File: src/hw/ddr2c_pkg.sv
// Shared constants, command codes and carrier types for the DDR2 control input logic.
// Assumes one 40 MHz CLOCK that stands for the rising crossing of the differential clock pair.
package ddr2c_pkg;

  // ----------------------------------------------------------------------------
  // Widths and timing.
  // ----------------------------------------------------------------------------
  localparam int ADDR_W = 14;
  localparam int BA_W = 3;
  localparam int NBANK = 8;
  localparam int DQ_W = 8;
  localparam int CLK_PERIOD_PS = 25000;
  // Settling time of internal clocks and buffers after self-refresh exit.
  localparam int WAKE_NS = 100;
  localparam int WAKE_CYC = (WAKE_NS * 1000 + CLK_PERIOD_PS - 1) / CLK_PERIOD_PS;
  // Clock cycles of write data after a write command (burst of four beats).
  localparam int BURST_CYC = 2;

  // ----------------------------------------------------------------------------
  // Command codes as {chip select, row strobe, column strobe, write enable}.
  // ----------------------------------------------------------------------------
  localparam logic [3:0] CMD_MRS = 4'h0;
  localparam logic [3:0] CMD_REF = 4'h1;
  localparam logic [3:0] CMD_PRE = 4'h2;
  localparam logic [3:0] CMD_ACT = 4'h3;
  localparam logic [3:0] CMD_WR = 4'h4;
  localparam logic [3:0] CMD_RD = 4'h5;
  localparam logic [3:0] CMD_NOP = 4'h7;

  // ----------------------------------------------------------------------------
  // Address fields and mode register layout.
  // ----------------------------------------------------------------------------
  localparam int AP_BIT = 10;
  localparam int EMR1_RTT0_BIT = 2;
  localparam int EMR1_RTT1_BIT = 6;
  localparam int EMR1_RDQS_BIT = 11;
  localparam logic [1:0] MR_SEL_EMR1 = 2'h1;
  localparam logic [13:0] MR_RST = 14'h0000;

  // ----------------------------------------------------------------------------
  // Carrier types.
  // ----------------------------------------------------------------------------
  typedef struct packed {
    logic cs_n;
    logic ras_n;
    logic cas_n;
    logic we_n;
    logic [2:0] ba;
    logic [13:0] addr;
    logic odt;
  } ddr2c_cmd_t;

  typedef struct packed {
    logic [7:0] dq_rise;
    logic [7:0] dq_fall;
    logic dm_rise;
    logic dm_fall;
  } ddr2c_beat_t;

  typedef struct packed {
    logic int_clk;
    logic in_buf;
    logic clk_buf;
    logic odt_buf;
    logic out_drv;
  } ddr2c_power_t;

  typedef enum logic [4:0] {
    ST_RUN = 5'b00001,
    ST_PDP = 5'b00010,
    ST_PDA = 5'b00100,
    ST_SR = 5'b01000,
    ST_WAKE = 5'b10000
  } ddr2c_state_t;

endpackage

File: src/hw/ddr2c_sync.sv
// Two-stage synchroniser for a bundle of pin inputs.
// Assumes the bits are independent levels; only the second stage is read outside.
`timescale 1ns/1ps
module ddr2c_sync #(
  parameter int W = 1
) (
  input wire logic clock,
  input wire logic resetn,
  input wire logic clock_en,
  input wire logic [W-1:0] d,
  output logic [W-1:0] q
);

  logic [W-1:0] meta_r;
  logic [W-1:0] meta_nxt;
  logic [W-1:0] q_nxt;

  // Next values; the first stage feeds the second stage and nothing else.
  always_comb
  begin
    meta_nxt = d;
    q_nxt = meta_r;
  end

  // Both stages freeze with the clock enable.
  always_ff @(posedge clock or negedge resetn)
  begin
    if (!resetn)
    begin
      meta_r <= '0;
      q <= '0;
    end
    else if (clock_en)
    begin
      meta_r <= meta_nxt;
      q <= q_nxt;
    end
  end

endmodule

File: src/hw/ddr2c_wmask.sv
// Write data masking for one rising and one falling beat per clock.
// Assumes beats are already synchronised and valid only inside a write burst.
`timescale 1ns/1ps
module ddr2c_wmask #(
  parameter int DW = 8
) (
  input wire logic clock,
  input wire logic resetn,
  input wire logic clock_en,
  input wire logic beat_valid,
  input wire logic dm_en,
  input wire logic [DW-1:0] dq_rise,
  input wire logic [DW-1:0] dq_fall,
  input wire logic dm_rise,
  input wire logic dm_fall,
  output logic store_rise,
  output logic store_fall,
  output logic [DW-1:0] data_rise,
  output logic [DW-1:0] data_fall
);

  logic store_rise_nxt;
  logic store_fall_nxt;

  // Each beat carries its own mask bit, one per strobe edge.
  // A masked beat is never stored; with the pin used as read strobe no mask applies.
  always_comb
  begin
    store_rise_nxt = beat_valid && !(dm_en && dm_rise);
    store_fall_nxt = beat_valid && !(dm_en && dm_fall);
  end

  always_ff @(posedge clock or negedge resetn)
  begin
    if (!resetn)
    begin
      store_rise <= 1'b0;
      store_fall <= 1'b0;
      data_rise <= '0;
      data_fall <= '0;
    end
    else if (clock_en)
    begin
      store_rise <= store_rise_nxt;
      store_fall <= store_fall_nxt;
      data_rise <= dq_rise;
      data_fall <= dq_fall;
    end
  end

  property p_mask_fall;
    @(posedge clock) disable iff (!resetn || !clock_en)
    (beat_valid && dm_en && dm_fall) |=> !store_fall;
  endproperty
  a_mask_fall: assert property (p_mask_fall) else $error("masked falling beat was stored");

  property p_mask_rise;
    @(posedge clock) disable iff (!resetn || !clock_en)
    (beat_valid && !(dm_en && dm_rise)) |=> store_rise && data_rise == $past(dq_rise);
  endproperty
  a_mask_rise: assert property (p_mask_rise) else $error("unmasked rising beat lost");

endmodule

File: src/hw/ddr2c_top.sv
// Control input logic of a DDR2 SDRAM: command sampling, clock-enable power states and masking.
// Assumes pins arrive unsynchronised and read data arrives from array logic on CLOCK.
//
// How it works
// - Address and control pins are captured on the rising clock edge only.
// - Read data leaves as a rising and a falling beat per clock.
// - Clock enable high runs clocks, buffers and drivers; low stops internal clocks, input buffers and drivers.
// - Clock enable low: idle banks give precharge power-down or self refresh, else active.
// - Power-down entry/exit and self-refresh entry are clocked; self-refresh exit needs no command.
// - Power-down keeps only clock, termination and clock-enable buffers alive.
// - Self refresh keeps only the clock-enable buffer alive.
// - Chip select high masks every command; it is part of the code.
// - Row strobe, column strobe, write enable and chip select form the command.
// - Termination pin high switches on termination of data, strobe and mask pins.
// - Termination pin is ignored when the extended mode register disables it.
// - A write beat with mask high at that beat is not stored.
// - The mask is taken on both strobe edges.
// - On x8 the mask pin serves as mask or read strobe per mode bit.
// - Bank address picks the bank of activate, read, write and precharge.
// - Bank address picks base or extended mode register in a mode set.
// - Precharge with address bit ten high closes all banks, low one bank.
// - Activate takes the row; read/write take column and auto-precharge bit.
`timescale 1ns/1ps
module ddr2c_top #(
  parameter int WAKE_CYC = ddr2c_pkg::WAKE_CYC,
  parameter int BURST_CYC = ddr2c_pkg::BURST_CYC
) (
  input wire logic CLOCK,
  input wire logic RESETN,
  input wire logic CLOCK_EN,
  input wire logic CKE,
  input wire ddr2c_pkg::ddr2c_cmd_t CMD_PINS,
  input wire ddr2c_pkg::ddr2c_beat_t WR_BEAT,
  input wire logic RD_VALID,
  input wire logic [7:0] RD_DATA_RISE,
  input wire logic [7:0] RD_DATA_FALL,
  output logic CMD_STROBE,
  output logic [3:0] CMD_CODE,
  output logic [2:0] CMD_BANK,
  output logic [13:0] CMD_ADDR,
  output logic CMD_AUTO_PRE,
  output logic [7:0] BANK_OPEN,
  output logic [13:0] MODE_BASE,
  output logic [13:0] MODE_EXT1,
  output ddr2c_pkg::ddr2c_power_t POWER,
  output ddr2c_pkg::ddr2c_state_t PWR_STATE,
  output logic ODT_ON,
  output logic [7:0] DQ_O_RISE,
  output logic [7:0] DQ_O_FALL,
  output logic DQ_OE_N,
  output logic RDQS_O,
  output logic RDQS_OE_N,
  output logic WR_STORE_RISE,
  output logic WR_STORE_FALL,
  output logic [7:0] WR_DATA_RISE,
  output logic [7:0] WR_DATA_FALL
);

  // ----------------------------------------------------------------------------
  // Pin synchronisers.
  // ----------------------------------------------------------------------------
  ddr2c_pkg::ddr2c_cmd_t cmd_s;
  ddr2c_pkg::ddr2c_beat_t beat_s;
  logic cke_s;

  // The clock enable pin shares the command synchroniser, which runs in every state, so it can be watched in every state.
  ddr2c_sync #(.W($bits(ddr2c_pkg::ddr2c_cmd_t) + 1)) u_sync_cmd (
    .clock(CLOCK),
    .resetn(RESETN),
    .clock_en(CLOCK_EN),
    .d({CMD_PINS, CKE}),
    .q({cmd_s, cke_s})
  );

  ddr2c_sync #(.W($bits(ddr2c_pkg::ddr2c_beat_t))) u_sync_beat (
    .clock(CLOCK),
    .resetn(RESETN),
    .clock_en(CLOCK_EN),
    .d(WR_BEAT),
    .q(beat_s)
  );

  // ----------------------------------------------------------------------------
  // Command decode.
  // ----------------------------------------------------------------------------
  ddr2c_pkg::ddr2c_state_t state_r;
  ddr2c_pkg::ddr2c_state_t state_nxt;
  logic [3:0] code;
  logic run;
  logic exec;
  logic all_idle;
  logic [7:0] open_r;
  logic [7:0] open_nxt;
  logic [13:0] mr_r [4];
  logic [13:0] mr_nxt [4];

  // Chip select is the top bit of the code, so a high select never matches a command.
  assign code = {cmd_s.cs_n, cmd_s.ras_n, cmd_s.cas_n, cmd_s.we_n};
  // Commands count only in the running state with clock enable still high.
  assign run = (state_r == ddr2c_pkg::ST_RUN);
  assign exec = run && cke_s;
  assign all_idle = (open_r == 8'h00);

  // ----------------------------------------------------------------------------
  // Bank state: one open flag per bank, updated by index.
  // ----------------------------------------------------------------------------
  genvar b;
  generate
    for (b = 0; b < ddr2c_pkg::NBANK; b = b + 1)
    begin : g_bank
      logic hit;
      assign hit = (cmd_s.ba == 3'(b));
      assign open_nxt[b] = !exec ? open_r[b] :
                           (code == ddr2c_pkg::CMD_ACT && hit) ? 1'b1 :
                           (code == ddr2c_pkg::CMD_PRE && (hit || cmd_s.addr[ddr2c_pkg::AP_BIT])) ? 1'b0 :
                           ((code == ddr2c_pkg::CMD_RD || code == ddr2c_pkg::CMD_WR) && hit &&
                            cmd_s.addr[ddr2c_pkg::AP_BIT]) ? 1'b0 : open_r[b];
    end
  endgenerate

  // ----------------------------------------------------------------------------
  // Mode registers, chosen by the low bank address bits.
  // ----------------------------------------------------------------------------
  always_comb
  begin
    for (int i = 0; i < 4; i++)
    begin
      mr_nxt[i] = mr_r[i];
    end
    // Mode set is only legal with all banks idle; otherwise it is dropped.
    if (exec && code == ddr2c_pkg::CMD_MRS && all_idle && !cmd_s.ba[2])
    begin
      mr_nxt[cmd_s.ba[1:0]] = cmd_s.addr;
    end
  end

  // ----------------------------------------------------------------------------
  // Power state machine.
  // ----------------------------------------------------------------------------
  logic [7:0] wake_r;
  logic [7:0] wake_nxt;

  // Entry and power-down exit follow the sampled clock enable; self-refresh exit
  // needs only the enable level, no command and no clock-dependent qualifier.
  always_comb
  begin
    state_nxt = state_r;
    wake_nxt = wake_r;
    case (state_r)
      ddr2c_pkg::ST_RUN:
      begin
        if (!cke_s)
        begin
          if (all_idle && code == ddr2c_pkg::CMD_REF)
          begin
            state_nxt = ddr2c_pkg::ST_SR;
          end
          else if (all_idle)
          begin
            state_nxt = ddr2c_pkg::ST_PDP;
          end
          else
          begin
            state_nxt = ddr2c_pkg::ST_PDA;
          end
        end
      end
      ddr2c_pkg::ST_PDP, ddr2c_pkg::ST_PDA:
      begin
        if (cke_s)
        begin
          state_nxt = ddr2c_pkg::ST_RUN;
        end
      end
      ddr2c_pkg::ST_SR:
      begin
        if (cke_s)
        begin
          state_nxt = ddr2c_pkg::ST_WAKE;
          wake_nxt = 8'(WAKE_CYC - 1);
        end
      end
      ddr2c_pkg::ST_WAKE:
      begin
        // Clocks and buffers settle here; any command seen now is dropped.
        if (wake_r == 8'h00)
        begin
          state_nxt = ddr2c_pkg::ST_RUN;
        end
        else
        begin
          wake_nxt = wake_r - 8'h01;
        end
      end
      default:
      begin
        state_nxt = ddr2c_pkg::ST_RUN;
      end
    endcase
  end

  // ----------------------------------------------------------------------------
  // Buffer and driver enables, termination, strobes and outputs.
  // ----------------------------------------------------------------------------
  ddr2c_pkg::ddr2c_power_t pwr_nxt;
  logic odt_en;
  logic rdqs_en;
  logic odt_nxt;
  logic [7:0] wr_cnt_r;
  logic [7:0] wr_cnt_nxt;
  logic rd_drive;

  assign odt_en = mr_r[ddr2c_pkg::MR_SEL_EMR1][ddr2c_pkg::EMR1_RTT0_BIT] ||
                  mr_r[ddr2c_pkg::MR_SEL_EMR1][ddr2c_pkg::EMR1_RTT1_BIT];
  assign rdqs_en = mr_r[ddr2c_pkg::MR_SEL_EMR1][ddr2c_pkg::EMR1_RDQS_BIT];
  // Read data is driven only while drivers run; the enable goes low to drive.
  assign rd_drive = RD_VALID && run && cke_s;

  always_comb
  begin
    pwr_nxt.int_clk = (state_nxt == ddr2c_pkg::ST_RUN) || (state_nxt == ddr2c_pkg::ST_WAKE);
    pwr_nxt.out_drv = (state_nxt == ddr2c_pkg::ST_RUN);
    pwr_nxt.in_buf = pwr_nxt.int_clk;
    pwr_nxt.clk_buf = (state_nxt != ddr2c_pkg::ST_SR);
    pwr_nxt.odt_buf = (state_nxt != ddr2c_pkg::ST_SR);
    // Termination is switched by the pin only when the mode register allows it.
    // It follows the next state, so it drops together with the buffers on self-refresh entry.
    odt_nxt = cmd_s.odt && odt_en && (state_nxt != ddr2c_pkg::ST_SR);
    wr_cnt_nxt = (wr_cnt_r != 8'h00) ? wr_cnt_r - 8'h01 : 8'h00;
    if (exec && code == ddr2c_pkg::CMD_WR)
    begin
      wr_cnt_nxt = 8'(BURST_CYC);
    end
  end

  // ----------------------------------------------------------------------------
  // Write masking.
  // ----------------------------------------------------------------------------
  ddr2c_wmask #(.DW(ddr2c_pkg::DQ_W)) u_wmask (
    .clock(CLOCK),
    .resetn(RESETN),
    .clock_en(CLOCK_EN),
    .beat_valid((wr_cnt_r != 8'h00) && run),
    .dm_en(!rdqs_en),
    .dq_rise(beat_s.dq_rise),
    .dq_fall(beat_s.dq_fall),
    .dm_rise(beat_s.dm_rise),
    .dm_fall(beat_s.dm_fall),
    .store_rise(WR_STORE_RISE),
    .store_fall(WR_STORE_FALL),
    .data_rise(WR_DATA_RISE),
    .data_fall(WR_DATA_FALL)
  );

  // ----------------------------------------------------------------------------
  // Registers. Everything freezes while CLOCK_EN is low.
  // ----------------------------------------------------------------------------
  always_ff @(posedge CLOCK or negedge RESETN)
  begin
    if (!RESETN)
    begin
      state_r <= ddr2c_pkg::ST_RUN;
      wake_r <= 8'h00;
      open_r <= 8'h00;
      wr_cnt_r <= 8'h00;
      for (int i = 0; i < 4; i++)
      begin
        mr_r[i] <= ddr2c_pkg::MR_RST;
      end
      CMD_STROBE <= 1'b0;
      CMD_CODE <= ddr2c_pkg::CMD_NOP;
      CMD_BANK <= 3'h0;
      CMD_ADDR <= 14'h0000;
      CMD_AUTO_PRE <= 1'b0;
      POWER <= '1;
      ODT_ON <= 1'b0;
      DQ_O_RISE <= 8'h00;
      DQ_O_FALL <= 8'h00;
      DQ_OE_N <= 1'b1;
      RDQS_O <= 1'b0;
      RDQS_OE_N <= 1'b1;
    end
    else if (CLOCK_EN)
    begin
      state_r <= state_nxt;
      wake_r <= wake_nxt;
      open_r <= open_nxt;
      wr_cnt_r <= wr_cnt_nxt;
      mr_r <= mr_nxt;
      // A no-operation is decoded but reported as no command.
      CMD_STROBE <= exec && !cmd_s.cs_n && code != ddr2c_pkg::CMD_NOP;
      CMD_CODE <= code;
      CMD_BANK <= cmd_s.ba;
      CMD_ADDR <= cmd_s.addr;
      CMD_AUTO_PRE <= cmd_s.addr[ddr2c_pkg::AP_BIT];
      POWER <= pwr_nxt;
      ODT_ON <= odt_nxt;
      DQ_O_RISE <= RD_DATA_RISE;
      DQ_O_FALL <= RD_DATA_FALL;
      DQ_OE_N <= !rd_drive;
      // The read strobe leads high on the rising half of each read cycle.
      RDQS_O <= rd_drive && rdqs_en;
      RDQS_OE_N <= !(rd_drive && rdqs_en);
    end
  end

  assign BANK_OPEN = open_r;
  assign MODE_BASE = mr_r[0];
  assign MODE_EXT1 = mr_r[ddr2c_pkg::MR_SEL_EMR1];
  assign PWR_STATE = state_r;

  // ----------------------------------------------------------------------------
  // Assertions.
  // ----------------------------------------------------------------------------
  property p_cmd_take;
    @(posedge CLOCK) disable iff (!RESETN || !CLOCK_EN)
    (exec && code == ddr2c_pkg::CMD_ACT) |=> CMD_STROBE && CMD_BANK == $past(cmd_s.ba) && BANK_OPEN[CMD_BANK];
  endproperty
  a_cmd_take: assert property (p_cmd_take) else $error("activate not taken");

  property p_cs_mask;
    @(posedge CLOCK) disable iff (!RESETN || !CLOCK_EN)
    cmd_s.cs_n |=> !CMD_STROBE && $stable(BANK_OPEN);
  endproperty
  a_cs_mask: assert property (p_cs_mask) else $error("deselected command acted");

  property p_nop;
    @(posedge CLOCK) disable iff (!RESETN || !CLOCK_EN)
    (code == ddr2c_pkg::CMD_NOP) |=> !CMD_STROBE && $stable(BANK_OPEN) && $stable(MODE_EXT1);
  endproperty
  a_nop: assert property (p_nop) else $error("no-operation changed state");

  property p_pd_active;
    @(posedge CLOCK) disable iff (!RESETN || !CLOCK_EN)
    (run && !cke_s && !all_idle) |=> PWR_STATE == ddr2c_pkg::ST_PDA && !POWER.in_buf && !POWER.out_drv;
  endproperty
  a_pd_active: assert property (p_pd_active) else $error("active power-down not entered");

  property p_pd_bufs;
    @(posedge CLOCK) disable iff (!RESETN || !CLOCK_EN)
    (PWR_STATE == ddr2c_pkg::ST_PDP) |=> (PWR_STATE != ddr2c_pkg::ST_PDP) || (POWER.clk_buf && POWER.odt_buf && !POWER.in_buf);
  endproperty
  a_pd_bufs: assert property (p_pd_bufs) else $error("power-down buffer set wrong");

  property p_sr_bufs;
    @(posedge CLOCK) disable iff (!RESETN || !CLOCK_EN)
    $rose(PWR_STATE == ddr2c_pkg::ST_SR) |-> !POWER.clk_buf && !POWER.odt_buf && !POWER.in_buf && !ODT_ON;
  endproperty
  a_sr_bufs: assert property (p_sr_bufs) else $error("self refresh kept buffers on");

  property p_wake;
    @(posedge CLOCK) disable iff (!RESETN || !CLOCK_EN)
    $rose(PWR_STATE == ddr2c_pkg::ST_WAKE) |-> (!CMD_STROBE && PWR_STATE == ddr2c_pkg::ST_WAKE)[*4] ##1 run;
  endproperty
  a_wake: assert property (p_wake) else $error("commands not held off after wake");

  property p_odt_off;
    @(posedge CLOCK) disable iff (!RESETN || !CLOCK_EN)
    !odt_en |=> !ODT_ON;
  endproperty
  a_odt_off: assert property (p_odt_off) else $error("termination on while disabled");

  property p_pre_all;
    @(posedge CLOCK) disable iff (!RESETN || !CLOCK_EN)
    (exec && code == ddr2c_pkg::CMD_PRE && cmd_s.addr[ddr2c_pkg::AP_BIT]) |=> BANK_OPEN == 8'h00;
  endproperty
  a_pre_all: assert property (p_pre_all) else $error("precharge all left a bank open");

  property p_mrs_ext;
    @(posedge CLOCK) disable iff (!RESETN || !CLOCK_EN)
    (exec && code == ddr2c_pkg::CMD_MRS && all_idle && cmd_s.ba == 3'h1) |=> MODE_EXT1 == $past(cmd_s.addr);
  endproperty
  a_mrs_ext: assert property (p_mrs_ext) else $error("extended mode register not written");

  property p_rdqs;
    @(posedge CLOCK) disable iff (!RESETN || !CLOCK_EN)
    (rd_drive && rdqs_en) |=> !RDQS_OE_N && !DQ_OE_N && DQ_O_FALL == $past(RD_DATA_FALL);
  endproperty
  a_rdqs: assert property (p_rdqs) else $error("read strobe or read beats missing");

endmodule

File: config.mk
export PLATFORM = sky130hd
export DESIGN_NAME = ddr2c_top
export DESIGN_NICKNAME = d
export VERILOG_FILES = /design/src/hw/ddr2c_pkg.sv /design/src/hw/ddr2c_sync.sv /design/src/hw/ddr2c_wmask.sv /design/src/hw/ddr2c_top.sv
export SDC_FILE = /design/constraint.sdc
export NUM_CORES = 1
export LEC_CHECK = 0
export BUFFER_PORTS_ARGS = -buffer_cell sky130_fd_sc_hd__buf_2
export CORE_ASPECT_RATIO = 1.4
export CORE_MARGIN = 1.5
export CORE_UTILIZATION = 57
export CTS_BUF_LIST = sky130_fd_sc_hd__clkbuf_4 sky130_fd_sc_hd__clkbuf_8
export DETAILED_ROUTE_END_ITERATION = 16
export GPL_ROUTABILITY_DRIVEN = 0
export PLACE_DENSITY_LB_ADDON = 0.08
export SETUP_SLACK_MARGIN = 0.02
export SYNTH_ARGS = -nofsm -noshare
export SYNTH_HDL_FRONTEND = slang
export SYNTH_HIERARCHICAL = 1
export SYNTH_SLANG_ARGS = --single-unit
File: constraint.sdc
create_clock -name CLOCK -period 3.45 [get_ports CLOCK]
set_input_delay 0.1725 -clock CLOCK [delete_from_list [all_inputs] [get_ports CLOCK]]
set_output_delay 0.1725 -clock CLOCK [all_outputs]
set_load 0.01 [all_outputs]
; Yosys cells after proc, flatten, opt, wreduce, memory -nomap -nowiden
; Cells that the tools add are included.
[totals]
reg_bits = 231
input_bits = 61
elab_cells = 198
[classes]
addsub = 2
n_lt_le_gt_ge = 2
n_eq_ne = 23
n_mux = 39
bitwise = 1
reduce_logical = 94
[op_table]
columns = operator, n
row1 = $bwmux 56, 1
row2 = $logic_and 1x1->1, 51
row3 = $mux 8, 4
row4 = $demux 14 s2, 1
row5 = $mux 1, 24
row6 = $reduce_and 3->1, 8
row7 = $reduce_bool 3->1, 8
row8 = $mux 5, 4
row9 = $pmux 5 s4, 1
row10 = $logic_not 8->1, 2
row11 = $pmux 8 s2, 1
row12 = $sub 8x1->8 const B, 2
row13 = $mux 14, 1
row14 = $eq 3x3->1 const B, 4
row15 = $logic_or 1x1->1, 11
row16 = $eq 5x1->1 const B, 2
row17 = $eq 5x5->1 const B, 2
row18 = $eq 4x2->1 const B, 2
row19 = $eq 4x3->1 const B, 2
row20 = $reduce_bool 8->1, 1
row21 = $logic_not 1->1, 7
row22 = $eq 3x2->1 const B, 2
row23 = $eq 5x2->1 const B, 1
row24 = $eq 5x3->1 const B, 1
row25 = other kinds (18), 18

; Depth between registers and ports, before layout
[logic_depth]
ltp_word = 7
depth_mapped = 7

; Modules after synthesis
; Netlist, hierarchy kept.
[modules_own_cells]
columns = mod, instances, cells_per_inst, area_per_inst_um2, seq_area_each_um2
row1 = ddr2c_top, 1, 381, 4643.2, 2563.7
row2 = ddr2c_sync (u_sync_cmd), 1, 97, 1910.6, 1151.1
row3 = ddr2c_sync (u_sync_beat), 1, 76, 1490.2, 900.9
row4 = ddr2c_wmask, 1, 43, 724.4, 450.4

; Least setup slack after synthesis
; No wires, ideal clock.
[synth_timing]
path_type = register to register
from = reg state_r[0], in the netlist PWR_STATE[0]
to = reg mr_r (netlist bit MODE_BASE[0])
setup_ns = 0.125
arrival_ns = 2.410
t_required_ns = 3.325
setup_slack_ns = 0.915
stages_incl_launch_ff = 8
synth_period_minus_slack_ns = 2.535
path_cell_list = dfstp_2 buf_2 nor4b_4 nand4_2 or4b_4 nor3_4 buf_12 mux2_4
[synth_via]
elab_chain_len = 6
[synth_lines]
columns = item, line_no
row1 = "start, declared", ddr2c_top.sv:86  ; ddr2c_pkg::ddr2c_state_t state_r;
row2 = "start signal, assigned", ddr2c_top.sv:262  ; state_r <= ddr2c_pkg::ST_RUN;
row3 = "start signal, assigned", ddr2c_top.sv:285  ; state_r <= state_nxt;
row4 = $eq 5x1->1, ddr2c_top.sv:100  ; assign run = (state_r == ddr2c_pkg::ST_RUN);
row5 = $logic_and 1x1->1, ddr2c_top.sv:101  ; assign exec = run && cke_s;
row6 = $logic_and 1x1->1 (3 in series), ddr2c_top.sv:131  ; if (exec && code == ddr2c_pkg::CMD_MRS && all_idle && !cmd_s.ba[2])
row7 = $reduce_and 2->1 (no line), -
row8 = "end signal, assigned by index", ddr2c_top.sv:268  ; mr_r[i] <= ddr2c_pkg::MR_RST;
row9 = "end signal, assigned", ddr2c_top.sv:289  ; mr_r <= mr_nxt;
row10 = "end, declared", ddr2c_top.sv:94  ; logic [13:0] mr_r [4];
; No other way between the ends.
; A chain may end at the register's enable or synchronous reset.

; Worst setup path in the final report
[layout_timing]
from = reg state_r[0], in the netlist PWR_STATE[0]
to = reg mr_r (netlist bit MODE_BASE[7])
; The elaborated chain is that of the path after synthesis.

==> results.sh <==
export IMPL_synthCells=597
export IMPL_worstSkewPairLatency_ps=550
export IMPL_cts_tree="yes"
export IMPL_dp_cells=928
export IMPL_gr_total_overflow=0
export IMPL_synth_async_reset_ratio_pct=100.0
export IMPL_min_period_ps=2623
export IMPL_synthFlopType="dfrtp_1"
export IMPL_crit_fanout=14
export IMPL_grt_pass1_vias=5937
export IMPL_pre_cts_slack_ps=848.8
export IMPL_slew_headroom_pct=42.15
export IMPL_cp_data_required_time_ps=3870
export IMPL_hold_violations=0
export IMPL_instances_no_fill=1043
export IMPL_vdd_drop_max_uv=462.6
export IMPL_final_setup_tns_ps=0
export IMPL_grt_pass1_wl_um=28940
export IMPL_finalWirelength_um=18160
export IMPL_fin_skew_ps=24.98
export IMPL_cts_sinks=202
export IMPL_reg2reg_depth=6
export IMPL_cp_end_kind="register"
export IMPL_rr_startpoint="PWR_STATE[0]$_DFFE_PN1P_"
export IMPL_insertedDiodeCount=0
export IMPL_hold_path_depth=2
export IMPL_arrival_ps=3040
export IMPL_outcome="completed"
export IMPL_hold_start="CLOCK_EN"
export IMPL_die_w_um=107.8
export IMPL_ys_ff_latch=202
export IMPL_period_share_pct=76.02
export IMPL_routedWlPerCell_um=17.41
export IMPL_io_pins=168
export IMPL_synth_edff_count=0
export IMPL_drtAntennaViolNets=0
export IMPL_dp_hpwl_um=11930
export IMPL_fmax_ghz=0.3813
export IMPL_reg2reg_to="MODE_BASE[7]$_DFFE_PN0P_"
export IMPL_cts_buffer_depth=3
export IMPL_nets=891
export IMPL_rows=53
export IMPL_min_to="wr_cnt_r[0]$_DFFE_PN0P_"
export IMPL_syn_avg_cell_area_um2=14.69
export IMPL_grtUsageTotal_pct=22.54
export IMPL_power_per_cell_area_nw_per_um2=611.6
export IMPL_io_buffers=167
export IMPL_route_detailed_drc=0
export IMPL_antenna_found_initial=0
export IMPL_initial_core_util_pct=58.25
export IMPL_setup_ws_ps=827.4
export IMPL_via_per_inst=5.335
export IMPL_start_kind="register"
export IMPL_syn_nets=661
export IMPL_grt_max_degree=113
export IMPL_syn_area_um2=8768
export IMPL_vias=5564
export IMPL_crit_type="register to register"
export IMPL_post_cts_buffers=0
export IMPL_drive_gt1_share_pct=49.12
export IMPL_final_cell_mix="dfrtp_1, buf_2, mux2_4, mux2_2, dlygate4sd3_1"
export IMPL_setup_viol=0
export IMPL_hp_class="primary input to register"
export IMPL_synth_distinct_cells=56
export IMPL_yosysSeqAreaShare_pct=57.78
export IMPL_layout_commonest_cell="dfrtp_1"
export IMPL_root_buffer="clkbuf_8"
export IMPL_drv_cap=0
export IMPL_syn2layout_area_growth_pct=24.24
export IMPL_leakage_nw=5.296
export IMPL_worst_pin_slew_ps=867.7
export IMPL_slew_viol_final=0
export IMPL_cts_buffers=30
export IMPL_rrSetupSlack_ps=830
export IMPL_rsz0062_at_grt="no"
export IMPL_core_area_um2=15050
export IMPL_die_area_um2=16150
export IMPL_die_height_um=149.8
export IMPL_drtPass1Iterations=6
export IMPL_ctsHtreeMaxLevel=1
export IMPL_synth_warnings=6
export IMPL_drt_iter0_drc=286
export IMPL_clk_pin_slew_ps=70
==> what timing repair did <==
item,in CTS,in global routing
hold buffers,59,0
gates resized for setup,0,0
endpoints found under the hold margin,165,0
==> final cells by class <==
class	instances	area, um^2
Clock buffer	48	591.8
Clock inverter	8	115.1
Fill cell	1036	4159
Inverter	18	67.56
Multi-Input combinational cell	342	3304
Sequential cell	202	5066
Tap cell	192	240.2
Timing Repair Buffer	233	1509
==> worst max-delay path by stage <==
| stage | startpoint | end | cells past startpoint |
|---|---|---|---|
| CTS | PWR_STATE[0]$_DFFE_PN1P_ | MODE_BASE[10]$_DFFE_PN0P_ | 6 |
| detailed placement | PWR_STATE[0]$_DFFE_PN1P_ | MODE_EXT1[1]$_DFFE_PN0P_ | 5 |
| global placement | PWR_STATE[0]$_DFFE_PN1P_ | MODE_EXT1[7]$_DFFE_PN0P_ | 5 |
| finish | PWR_STATE[0]$_DFFE_PN1P_ | MODE_BASE[7]$_DFFE_PN0P_ | 6 |
| global route | PWR_STATE[0]$_DFFE_PN1P_ | MODE_BASE[7]$_DFFE_PN0P_ | 6 |
| floorplan | PWR_STATE[0]$_DFFE_PN1P_ | MODE_BASE[0]$_DFFE_PN0P_ | 7 |
==> state kept, by name (all words and copies together) (netlist names), 14 cells and up <==
register,cells
CMD_ADDR,14
MODE_BASE,14
MODE_EXT1,14
u_sync_beat/meta_r,18
u_sync_beat/q,18
u_sync_cmd/meta_r,23
u_sync_cmd/q,23
==> critical path: stages, from the launching register on <==
cell	delay (ps)
dfstp_2	620
nor4b_4	310
nand4_2	180
or4b_4	580
nor3_4	130
buf_4	290
mux2_2	370
==> kinds of logic after synthesis <==
group	Yosys count	share of synthesized area [%]
multiplexers	163	24.66
AO/OA/AOI/OAI	74	5.594
buffers and inverters	53	4.538
AND/OR/NAND/NOR	94	6.207
flip-flops	202	57.78
XOR/XNOR	8	0.7991
adder cells (fa/ha/maj)	3	0.4281
==> per-layer routing <==
layer | share of wire [%] | vias to the layer above | GRT usage [%]
li1 | - | 2588 | -
met1 | 40 | 2767 | 26.41
met2 | 52 | 165 | 40.06
met3 | 5.7 | 44 | 4.878
met4 | 3.0 | 0 | 8.882
met5 | 0 | - | 0
==> through the flow <==
stage / util (%) / hold WS, ps / instance area (um^2) / power, mW
3_5_place_dp: 63.75 / 352.5 / 9597 / 4.451
3_3_place_gp: 63.75 / 344.2 / 9597 / 4.375
4_1_cts: 72.37 / 30.55 / 10890 / 6.728
5_1_grt: 72.37 / 40.24 / 10890 / 7.006
2_1_floorplan: - / -123.1 / 8768 / 3.968
6_report: 72.37 / 49.15 / 10890 / 6.663
==> power by group <==
group,internal [mW],switching [mW],leakage [nW],total (mW)
Clock,1.31,0.890,0.379,2.20
Combinational,0.721,0.656,2.46,1.38
Sequential,2.77,0.317,2.46,3.09
Total,4.80,1.86,5.30,6.66
==> Yosys cell counts (6+ instances only) <==
library cell  count  share of area, %
o21ai_0          26               1.5
a31oi_1           9              0.64
buf_1             6              0.26
buf_12            9               2.1
inv_1            18              0.77
xnor2_1           6              0.60
nand3_1           7              0.40
mux2_4           87                15
clkbuf_1         10              0.43
dfrtp_1         193                55
nor2_1           24               1.0
nand2_1          14              0.60
o31ai_1           6              0.51
mux2_2           76               9.8
nor3_1            9              0.51
a21oi_1           8              0.46
dfstp_2           9               2.7
Note: power is estimated with default switching activity, not from simulation.
